$ cat src/dcf_pkg.sv
package dcf_pkg;
   // Register byte offsets
   localparam logic [3:0] ADDR_CTRL = 4'h0;
   localparam logic [3:0] ADDR_STATUS = 4'h4;
   localparam logic [3:0] ADDR_PTRS = 4'h8;

   // Control field positions
   localparam int CTRL_CODE_LSB = 0;
   localparam int CTRL_VAR_LSB = 6;
   localparam int CTRL_CASC_BIT = 8;

   // Status and pointer field positions
   localparam int ST_EMPTY_BIT = 0;
   localparam int ST_AE_BIT = 1;
   localparam int ST_HF_BIT = 2;
   localparam int ST_AF_BIT = 3;
   localparam int ST_FULL_BIT = 4;
   localparam int ST_EFN_BIT = 5;
   localparam int ST_PAFEN_BIT = 6;
   localparam int ST_HFN_BIT = 7;
   localparam int ST_COUNT_LSB = 16;
   localparam int PTRS_RD_LSB = 16;

   // Reset values
   localparam logic [5:0] CODE_RST = 6'h01;
   localparam logic [1:0] VAR_RST = 2'h2;
   localparam logic CASC_RST = 1'b0;

   // Depth variants
   localparam int PTR_W = 13;
   localparam logic [1:0] VAR_512 = 2'h0;
   localparam logic [1:0] VAR_2K = 2'h1;
   localparam logic [PTR_W-1:0] DEPTH_512 = 13'h0200;
   localparam logic [PTR_W-1:0] DEPTH_2K = 13'h0800;
   localparam logic [PTR_W-1:0] DEPTH_4K = 13'h1000;
   localparam logic [5:0] CODE_MAX_512 = 6'h0f;

   // Timing: opposite-side operations older than this are always counted
   localparam int CLK_NS = 25;
   localparam int SKEW_INCLUDE_NS = 50;
   localparam int SKEW_CYC = (SKEW_INCLUDE_NS + CLK_NS - 1) / CLK_NS;

   // Bus answers
   localparam logic [1:0] RESP_OKAY = 2'h0;
   localparam logic [1:0] RESP_SLVERR = 2'h2;

   typedef enum logic [1:0] {
      WR_IDLE = 2'b01,
      WR_RESP = 2'b10
   } dcf_wr_st_t;
endpackage : dcf_pkg

$ cat src/dcf_flags.sv
// Design decisions made here: the register offsets and the AXI4-Lite slave port.
`timescale 1ns/1ps
`default_nettype none
module dcf_flags (
   // System
   input wire logic core_clk,
   input wire logic rst_b,
   // Write port pins
   input wire logic write_clock,
   input wire logic write_enable_n,
   output logic wordStored,
   // Read port pins
   input wire logic read_clock,
   input wire logic read_enable_n,
   output logic wordDelivered,
   // Status pins
   output logic empty_full_flag_n,
   output logic near_boundary_flag_n,
   output logic half_level_flag_n,
   // AXI4-Lite slave
   input wire logic awvalid,
   output logic awready,
   input wire logic [3:0] awaddr,
   input wire logic wvalid,
   output logic wready,
   input wire logic [31:0] wdata,
   input wire logic [3:0] wstrb,
   output logic bvalid,
   input wire logic bready,
   output logic [1:0] bresp,
   input wire logic arvalid,
   output logic arready,
   input wire logic [3:0] araddr,
   output logic rvalid,
   input wire logic rready,
   output logic [31:0] rdata,
   output logic [1:0] rresp
);
   localparam int SK = dcf_pkg::SKEW_CYC;
   localparam int PW = dcf_pkg::PTR_W;

   typedef struct packed {
      logic wclkS1;
      logic wclkS2;
      logic wclkS3;
      logic wenS1;
      logic wenS2;
      logic rclkS1;
      logic rclkS2;
      logic rclkS3;
      logic renS1;
      logic renS2;
      logic [PW-1:0] wrPtr;
      logic [PW-1:0] rdPtr;
      logic [SK-1:0][PW-1:0] rdCopy;
      logic [SK-1:0][PW-1:0] wrCopy;
      logic emptyR;
      logic aeR;
      logic fullW;
      logic afW;
      logic hfW;
      logic efN;
      logic pafeN;
      logic hfN;
      logic storedP;
      logic deliveredP;
      logic [5:0] code;
      logic [1:0] variant;
      logic cascade;
      dcf_pkg::dcf_wr_st_t wrSt;
      logic awHeld;
      logic wHeld;
      logic [3:0] awAddr;
      logic [31:0] wData;
      logic [3:0] wStrb;
      logic [1:0] bResp;
      logic rValid;
      logic [31:0] rData;
      logic [1:0] rResp;
   } dcf_state_t;

   dcf_state_t s_r;
   dcf_state_t s_nxt;
   logic wrEdge;
   logic rdEdge;
   logic [PW-1:0] wrCnt;
   logic [PW-1:0] rdCnt;
   logic [PW-1:0] depth;
   logic [PW-1:0] thr;

   function automatic logic [PW-1:0] depthOf(input logic [1:0] v);
      case (v)
         dcf_pkg::VAR_512: depthOf = dcf_pkg::DEPTH_512;
         dcf_pkg::VAR_2K: depthOf = dcf_pkg::DEPTH_2K;
         default: depthOf = dcf_pkg::DEPTH_4K;
      endcase
   endfunction : depthOf

   function automatic logic [5:0] limitCode(input logic [5:0] c, input logic [1:0] v);
      if (v == dcf_pkg::VAR_512 && c > dcf_pkg::CODE_MAX_512) begin
         limitCode = dcf_pkg::CODE_MAX_512;
      end else begin
         limitCode = c;
      end
   endfunction : limitCode

   assign wrEdge = s_r.wclkS2 & ~s_r.wclkS3;
   assign rdEdge = s_r.rclkS2 & ~s_r.rclkS3;
   assign depth = depthOf(s_r.variant);
   assign thr = {3'h0, s_r.code, 4'h0};

   always_comb begin
      s_nxt = s_r;
      // Link pins are foreign to core_clk, so two flops before use
      s_nxt.wclkS1 = write_clock;
      s_nxt.wclkS2 = s_r.wclkS1;
      s_nxt.wclkS3 = s_r.wclkS2;
      s_nxt.wenS1 = write_enable_n;
      s_nxt.wenS2 = s_r.wenS1;
      s_nxt.rclkS1 = read_clock;
      s_nxt.rclkS2 = s_r.rclkS1;
      s_nxt.rclkS3 = s_r.rclkS2;
      s_nxt.renS1 = read_enable_n;
      s_nxt.renS2 = s_r.renS1;
      s_nxt.storedP = 1'b0;
      s_nxt.deliveredP = 1'b0;
      // Delayed copies model the include skew between the two sides
      s_nxt.rdCopy = {s_r.rdCopy[SK-2:0], s_r.rdPtr};
      s_nxt.wrCopy = {s_r.wrCopy[SK-2:0], s_r.wrPtr};

      // Write side: a shown-full edge is latent, it only refreshes flags
      if (wrEdge && !s_r.fullW && !s_r.wenS2) begin
         s_nxt.wrPtr = s_r.wrPtr + 13'h0001;
         s_nxt.storedP = 1'b1;
      end
      wrCnt = s_nxt.wrPtr - s_r.rdCopy[SK-1];
      // A stale flag is expected: only the owning clock may refresh it
      if (wrEdge) begin
         s_nxt.fullW = wrCnt >= depth;
         s_nxt.afW = (depth - wrCnt) <= thr;
         s_nxt.hfW = wrCnt > (depth >> 1);
      end

      // Read side: a shown-empty edge is latent whatever the enable
      if (rdEdge && !s_r.emptyR && !s_r.renS2) begin
         s_nxt.rdPtr = s_r.rdPtr + 13'h0001;
         s_nxt.deliveredP = 1'b1;
      end
      rdCnt = s_r.wrCopy[SK-1] - s_nxt.rdPtr;
      if (rdEdge) begin
         s_nxt.emptyR = rdCnt == 13'h0000;
         s_nxt.aeR = rdCnt <= thr;
      end

      // Bus write channel: address and data taken in either order
      if (awvalid && awready) begin
         s_nxt.awHeld = 1'b1;
         s_nxt.awAddr = awaddr;
      end
      if (wvalid && wready) begin
         s_nxt.wHeld = 1'b1;
         s_nxt.wData = wdata;
         s_nxt.wStrb = wstrb;
      end
      case (s_r.wrSt)
         dcf_pkg::WR_IDLE: begin
            if (s_nxt.awHeld && s_nxt.wHeld) begin
               s_nxt.awHeld = 1'b0;
               s_nxt.wHeld = 1'b0;
               s_nxt.wrSt = dcf_pkg::WR_RESP;
               s_nxt.bResp = dcf_pkg::RESP_OKAY;
               if ({s_nxt.awAddr[3:2], 2'h0} == dcf_pkg::ADDR_CTRL) begin
                  if (s_nxt.wStrb[0]) begin
                     s_nxt.code = s_nxt.wData[dcf_pkg::CTRL_CODE_LSB +: 6];
                     s_nxt.variant = s_nxt.wData[dcf_pkg::CTRL_VAR_LSB +: 2];
                  end
                  if (s_nxt.wStrb[1]) begin
                     s_nxt.cascade = s_nxt.wData[dcf_pkg::CTRL_CASC_BIT];
                  end
               end else begin
                  s_nxt.bResp = dcf_pkg::RESP_SLVERR;
               end
            end
         end
         dcf_pkg::WR_RESP: begin
            if (bready) begin
               s_nxt.wrSt = dcf_pkg::WR_IDLE;
            end
         end
         default: s_nxt.wrSt = dcf_pkg::WR_IDLE;
      endcase
      // A variant change can push an old code out of range
      s_nxt.code = limitCode(s_nxt.code, s_nxt.variant);

      // Outputs take the newest owner-side flags
      // Pins follow the next flags, so they move on the update edge itself
      s_nxt.efN = ~(s_nxt.emptyR | s_nxt.fullW);
      s_nxt.pafeN = s_nxt.cascade | ~(s_nxt.aeR | s_nxt.afW);
      s_nxt.hfN = ~s_nxt.hfW;

      // Bus read channel, one outstanding read
      // Status returns the flags as last registered, not a live recount
      if (s_r.rValid && rready) begin
         s_nxt.rValid = 1'b0;
      end
      if (arvalid && arready) begin
         s_nxt.rValid = 1'b1;
         s_nxt.rResp = dcf_pkg::RESP_OKAY;
         s_nxt.rData = 32'h0000_0000;
         case ({araddr[3:2], 2'h0})
            dcf_pkg::ADDR_CTRL: begin
               s_nxt.rData[dcf_pkg::CTRL_CODE_LSB +: 6] = s_r.code;
               s_nxt.rData[dcf_pkg::CTRL_VAR_LSB +: 2] = s_r.variant;
               s_nxt.rData[dcf_pkg::CTRL_CASC_BIT] = s_r.cascade;
            end
            dcf_pkg::ADDR_STATUS: begin
               s_nxt.rData[dcf_pkg::ST_EMPTY_BIT] = s_r.emptyR;
               s_nxt.rData[dcf_pkg::ST_AE_BIT] = s_r.aeR;
               s_nxt.rData[dcf_pkg::ST_HF_BIT] = s_r.hfW;
               s_nxt.rData[dcf_pkg::ST_AF_BIT] = s_r.afW;
               s_nxt.rData[dcf_pkg::ST_FULL_BIT] = s_r.fullW;
               s_nxt.rData[dcf_pkg::ST_EFN_BIT] = s_r.efN;
               s_nxt.rData[dcf_pkg::ST_PAFEN_BIT] = s_r.pafeN;
               s_nxt.rData[dcf_pkg::ST_HFN_BIT] = s_r.hfN;
               s_nxt.rData[dcf_pkg::ST_COUNT_LSB +: PW] = s_r.wrPtr - s_r.rdPtr;
            end
            dcf_pkg::ADDR_PTRS: begin
               s_nxt.rData[PW-1:0] = s_r.wrPtr;
               s_nxt.rData[dcf_pkg::PTRS_RD_LSB +: PW] = s_r.rdPtr;
            end
            default: s_nxt.rResp = dcf_pkg::RESP_SLVERR;
         endcase
      end
   end

   always_ff @(posedge core_clk or negedge rst_b) begin
      if (!rst_b) begin
         s_r <= '0;
         s_r.wenS1 <= 1'b1;
         s_r.wenS2 <= 1'b1;
         s_r.renS1 <= 1'b1;
         s_r.renS2 <= 1'b1;
         s_r.emptyR <= 1'b1;
         s_r.aeR <= 1'b1;
         s_r.hfN <= 1'b1;
         s_r.code <= dcf_pkg::CODE_RST;
         s_r.variant <= dcf_pkg::VAR_RST;
         s_r.cascade <= dcf_pkg::CASC_RST;
         s_r.wrSt <= dcf_pkg::WR_IDLE;
      end else begin
         s_r <= s_nxt;
      end
   end

   assign wordStored = s_r.storedP;
   assign wordDelivered = s_r.deliveredP;
   assign empty_full_flag_n = s_r.efN;
   assign near_boundary_flag_n = s_r.pafeN;
   assign half_level_flag_n = s_r.hfN;
   assign awready = (s_r.wrSt == dcf_pkg::WR_IDLE) && !s_r.awHeld;
   assign wready = (s_r.wrSt == dcf_pkg::WR_IDLE) && !s_r.wHeld;
   assign bvalid = s_r.wrSt == dcf_pkg::WR_RESP;
   assign bresp = s_r.bResp;
   assign arready = !s_r.rValid;
   assign rvalid = s_r.rValid;
   assign rdata = s_r.rData;
   assign rresp = s_r.rResp;
endmodule : dcf_flags
`default_nettype wire

$ cat config.mk
export PLATFORM = sky130hd
export DESIGN_NAME = dcf_flags
export DESIGN_NICKNAME = d
export VERILOG_FILES = /design/src/dcf_pkg.sv /design/src/dcf_flags.sv
export SDC_FILE = /design/constraint.sdc
export NUM_CORES = 1
export LEC_CHECK = 0
export ABC_AREA = 1
export BUFFER_PORTS_ARGS = -buffer_cell sky130_fd_sc_hd__buf_2
export CORE_UTILIZATION = 55
export DETAILED_ROUTE_END_ITERATION = 8
export PLACE_DENSITY_LB_ADDON = 0.2
export RECOVER_POWER = 25
export SYNTH_ARGS = -nofsm -noshare
export SYNTH_HDL_FRONTEND = slang
export SYNTH_SLANG_ARGS = --single-unit
export TNS_END_PERCENT = 100
$ cat constraint.sdc
create_clock -name core_clk -period 5.5 [get_ports core_clk]
set_clock_uncertainty 0.15 [all_clocks]
set_input_delay 0 -clock core_clk [delete_from_list [all_inputs] [get_ports core_clk]]
set_output_delay 0 -clock core_clk [all_outputs]
set_load 0.01 [all_outputs]
Yosys cells after proc, flatten, opt, wreduce, memory -nomap -nowiden
Index checks and enable logic that the tools add are counted.
{ "op_classes": {"addsub": 6, "order_cmp": 5, "eq_ne": 7, "muxes": 28, "bitwise": 10, "reduce_logical": 28} }
{ "op_table": {"columns": ["operator", "n"], "rows": [
  ["$mux W13", 4],
  ["$pmux W13 S2", 2],
  ["$sub A13 B13 Y13", 4],
  ["$mux W35", 1],
  ["$add A13 B1 Y13 const B", 2],
  ["$le A13 B10 Y1", 2],
  ["$pmux W8 S3", 1],
  ["$mux W9", 2],
  ["$ge A13 B13 Y1", 1],
  ["$gt A13 B12 Y1", 1],
  ["$logic_not A13 Y1", 1],
  ["$logic_and A1 B1 Y1", 12],
  ["$mux W2", 5],
  ["$logic_not A2 Y1", 4],
  ["$mux W4", 2],
  ["$mux W8", 1],
  ["$logic_not A1 Y1", 7],
  ["$eq A2 B1 Y1 const B", 3],
  ["$gt A6 B4 Y1 const B", 1],
  ["$mux W1", 6],
  ["$mux W6", 1],
  ["$not A1 Y1", 5],
  ["$eq A2 B2 Y1 const B", 2],
  ["$pmux W2 S2", 1],
  ["other kinds (9)", 13]
]} }
{ "totals": {"ff_bits": 159, "input_bits": 55, "output_inout_bits": 46, "elab_cells": 125} }

Longest topological paths before layout
{ "depth": {"ltp_word": 12, "mapped_depth": 33} }

Worst setup path before layout
No wires, ideal clock.
{ "synth_path": {"kind": "reg2reg", "start": "register s_r[185] in the netlist's numbering", "end": "register s_r (netlist bit near_boundary_flag_n)", "setup_ns": 0.124, "arrival_ns": 3.894, "path_slack_ns": 1.332, "stages_incl_launch_ff": 29, "synth_period_minus_slack_ns": 4.168, "path_cell_list": "dfrtp_1 -> nor2_4 -> inv_2 -> nor3_4 -> inv_2 -> nor2_1 -> nand2_1 -> nor2_1 -> xor2_1 -> ha_1 -> nand2_1 -> inv_1 -> a21oi_1 -> nand2_1 -> nand2_1 -> a21oi_1 -> or2_1 -> xnor2_1 -> ha_1 -> xor2_1 -> inv_1 -> ha_1 -> nand4_1 -> nor3_1 -> o21ai_0 -> a21oi_1 -> nand2_1 -> nand3_1 -> nand2_1"} }
{ "synth_rtl": {"columns": ["item", "line", "rtl"], "rows": [
  ["from (decl)", "dcf_flags.sv:82", "dcf_state_t s_r;"],
  ["from (signal assigned)", "dcf_flags.sv:251", "s_r <= s_nxt;"]
]} }

==> run summary <==
Grt total ovfl: 0
# fillers: 1272
Avg Vias per Cell: 5.20
Clock power share: 21.0%
Die width: 127 microns
Largest family of logic cells by synthesized area: simple AND/OR/NAND/NOR gates
Internal power: 0.00309 W
Yosys warning count: 0
Non-Filler Instances: 1337
Final HPWL DP: 14500 microns
Data arrival, critical path: 5.12 ns
Via count: 6958
Seq/Total Area, Yosys: 44.5%
Total CTS buffers: 17
Mux contribution to synthesized area: 0%
Fin crit share: 90.3%
R2R Path End: near_boundary_flag_n
Crit end category: flop
Post-synth top area cell: dfrtp_1
Final net count: 1230
Clock sink count: 153
HP Start: araddr[2]
Switch Pwr: 0.00250 W
Worst Path Buf+Inv: 4
Worst path most repeated cell: nand2_1
Slew at the pin closest to its max-slew limit: 4.27 ns
Final hold vios: 0
Fraction of layout cells with a size suffix above 1: 12.7%
Status: finished, violations left
Net Sw Frac: 44.8%
CTS tree: yes
Max clock buf depth: 2
GPL Wtd Cong: 0.909
Core area: 15300 sq um
Critical path required time: 5.65 ns
Peak Freq: 0.201 GHz
Clk_lat worst skew: 0.42 ns
Pin count of the biggest net entering global routing: 84
Inst Count DP: 1267
Die ar.: 16200 sq um
Hold EP: rdata[16]
Detailed-router iteration count before antenna repair: 5
Initial Utilization: 56.6%
Synth top area share: 41.4%
Simple-Gate Fraction of Synth Area: 22.6%
Comb pwr share: 50.4%
First DRT Iteration DRCs: 365
FF-to-FF Start: s_r[185]
Hold WC Path Type: input pin to flop
Synth Area in XOR/XNOR: 3.75%
Largest stage delay, worst path: 0.39 ns
Setup CP Type: flop to flop
# IOs: 101
Number of synthesized register bits: 153
Final setup TNS: 0 ns
Initial antenna violation count: 0
Slowest stage cell on the critical path: dfrtp_1
Max-cap violation count: 1
Unique masters post-synth: 54
Reg2Reg Depth: 28
H-tree depth: 4
Drt wl/cell: 15.0 microns
Cell family with most CP delay: simple AND/OR/NAND/NOR gates
Post-DRT Antenna Nets: 0
Synth top area cells: dfrtp_1 41%, nand2_1 12%, ha_1 8.7%, inv_1 6.9%, buf_4 3.1%
Post-synthesis compound-gate area fraction: 8.79%
Maximum vdd drop: 0.325 mV
Worst hold stages: 5
Port-buffer cells: 63
All-Layer GR Usage: 26.7%
Number of hold buffers added after CTS: 38
RSZ-0062 raised after global routing: false
Seq pwr share: 28.6%
Adder-cell share of the synthesized area: 9.16%
Die Y: 127 microns
Final setup fails: 0
Drt total wl: 20100 microns
Critical Path Fanout Max: 6
Reg clk slew, reported paths: 0.07 ns
DRC violation count after routing: 0
Syn Std Cell Area: 8640 sq um
Crit path time final: 4.97 ns
PD cells: 564 nW/um^2
Postcts setup bufs: 0
Leakage: 5.46 nW
Slew margin rel.: -185%
Std cell rows: 45
Fin. max-slew vios: 84
First-pass GRT wire length: 33000 microns
Root Buffer Master: clkbuf_16
Post-Synthesis Cells: 1033
Vias in the first global route: 6702
Crit path launch type: flop
Area growth, synth to finish: 14.8%
Layout Utilization: 65.0%
R2r setup slk: 0.53 ns
Failing checks: max-capacitance violations, max-slew violations
CTS resizes: 0
Syn Area/Cell: 8.36 sq um
Ant. Diodes: 0
==> sequential cells by signal (all words and copies together), names as in the netlist <==
register              cells
s_nxt                    58
wordStored                1
empty_full_flag_n         1
half_level_flag_n         1
rresp                     1
bresp                     1
near_boundary_flag_n      1
wordDelivered             1
s_r                      61
rvalid                    1
rdata                    26
==> tightest hold or removal path: stages <==
cell and delay, ns:
buf_2 0.12, inv_1 0.08, ha_1 0.13, nand2_1 0.08
o21ai_0 0.18
==> cells in the final DEF, fill, tap and decap left out, types with 3 or more instances in the layout <==
cell type      count
xor2_1            30
ha_1              60
clkinv_8           5
a22o_1            14
nand2_2            5
nand3b_1           3
clkbuf_16         17
inv_2              3
conb_1             8
or2_2              5
nor3_1            10
o21ai_0           36
inv_8              7
nand4_1           16
a21oi_1           44
xnor2_1            7
dfrtp_1          143
nand3_1           51
o21bai_1           4
nand2_4            5
dfstp_2           10
inv_1            159
o22ai_1            7
dlygate4sd3_1     38
o21ai_2            4
nor2_4             5
o211ai_2           3
buf_2             62
nor2_1            59
a211oi_1           3
nand2_1          270
clkinv_4           3
==> worst max-delay path by stage <==
stage                           from                   end  slack [ns]  cells past startpoint
after floorplan             s_r[185]  near_boundary_flag_n        1.33                     28
after global placement      s_r[185]  near_boundary_flag_n        0.71                     28
after detailed placement    s_r[185]  near_boundary_flag_n        0.61                     28
after CTS                   s_r[185]  near_boundary_flag_n        0.57                     28
after global routing      s_nxt[185]  near_boundary_flag_n       0.007                     29
final                       s_r[185]  near_boundary_flag_n        0.53                     28
==> per-layer routing <==
metal | wire, microns | global-route usage, % | vias to the layer above
met5 | 0 | 0 | -
met4 | 539 | 10.5 | 0
met3 | 926 | 4.19 | 43
met2 | 9160 | 41.8 | 201
met1 | 9450 | 37.6 | 3294
li1 | - | - | 3420
==> stage by stage <==
stage               total power, W  hold slack [ns]  setup WS [ns]  cell area (sq um)
floorplan                  0.00366           -0.446           1.33               8660
detailed placement         0.00428          -0.0589          0.613               8920
global route               0.00608           0.0584        0.00670               9920
CTS                        0.00558           0.0517          0.570               9920
global placement           0.00421          -0.0594          0.712               8920
finish                     0.00559           0.0550          0.533               9920
==> power groups by stage <==
stage          Sequential [W]  Combinational [W]  Clock (W)
3_5_place_dp          0.00161            0.00267          0
6_report              0.00160            0.00282    0.00117
2_1_floorplan         0.00154            0.00212          0
5_1_grt               0.00163            0.00322    0.00124
3_3_place_gp          0.00160            0.00260          0
4_1_cts               0.00160            0.00279    0.00119
==> cell families after synthesis <==
family | Yosys count
adder cells (fa/ha/maj) | 62
AO/OA/AOI/OAI | 124
flip-flops | 153
AND/OR/NAND/NOR | 442
buffers and inverters | 214
other | 1
XOR/XNOR | 37
==> synthesized netlist by cell type, drive strengths merged <==
master   count
nand2      280
inv        163
dfrtp      143
nor2        66
ha          60
nand3       52
a21oi       44
o21ai       41
buf         38
xor2        30
nand4       16
a22o        14
nor3        12
clkbuf      10
dfstp       10
o22ai        7
or2          7
xnor2        7
o21bai       4
a211oi       3
clkinv       3
nand3b       3
o211ai       3
and2         2
fa           2
nor4         2
o31ai        2
a21boi       1
a21o         1
a31oi        1
a32oi        1
and3         1
conb         1
nor4b        1
o2111ai      1
o311ai       1
==> cell type report <==
type | instances | area (sq um) | area share, %
clock buffers | 17 | 425 | 4.29
clock inverters | 15 | 194 | 1.96
flip-flops and latches | 153 | 3840 | 38.7
well taps | 211 | 264 | 2.66
repair buffers | 102 | 702 | 7.08
multi-input cells | 673 | 3860 | 38.9
inverters | 166 | 632 | 6.37
No activity file was read; power rests on OpenSTA's default activity.
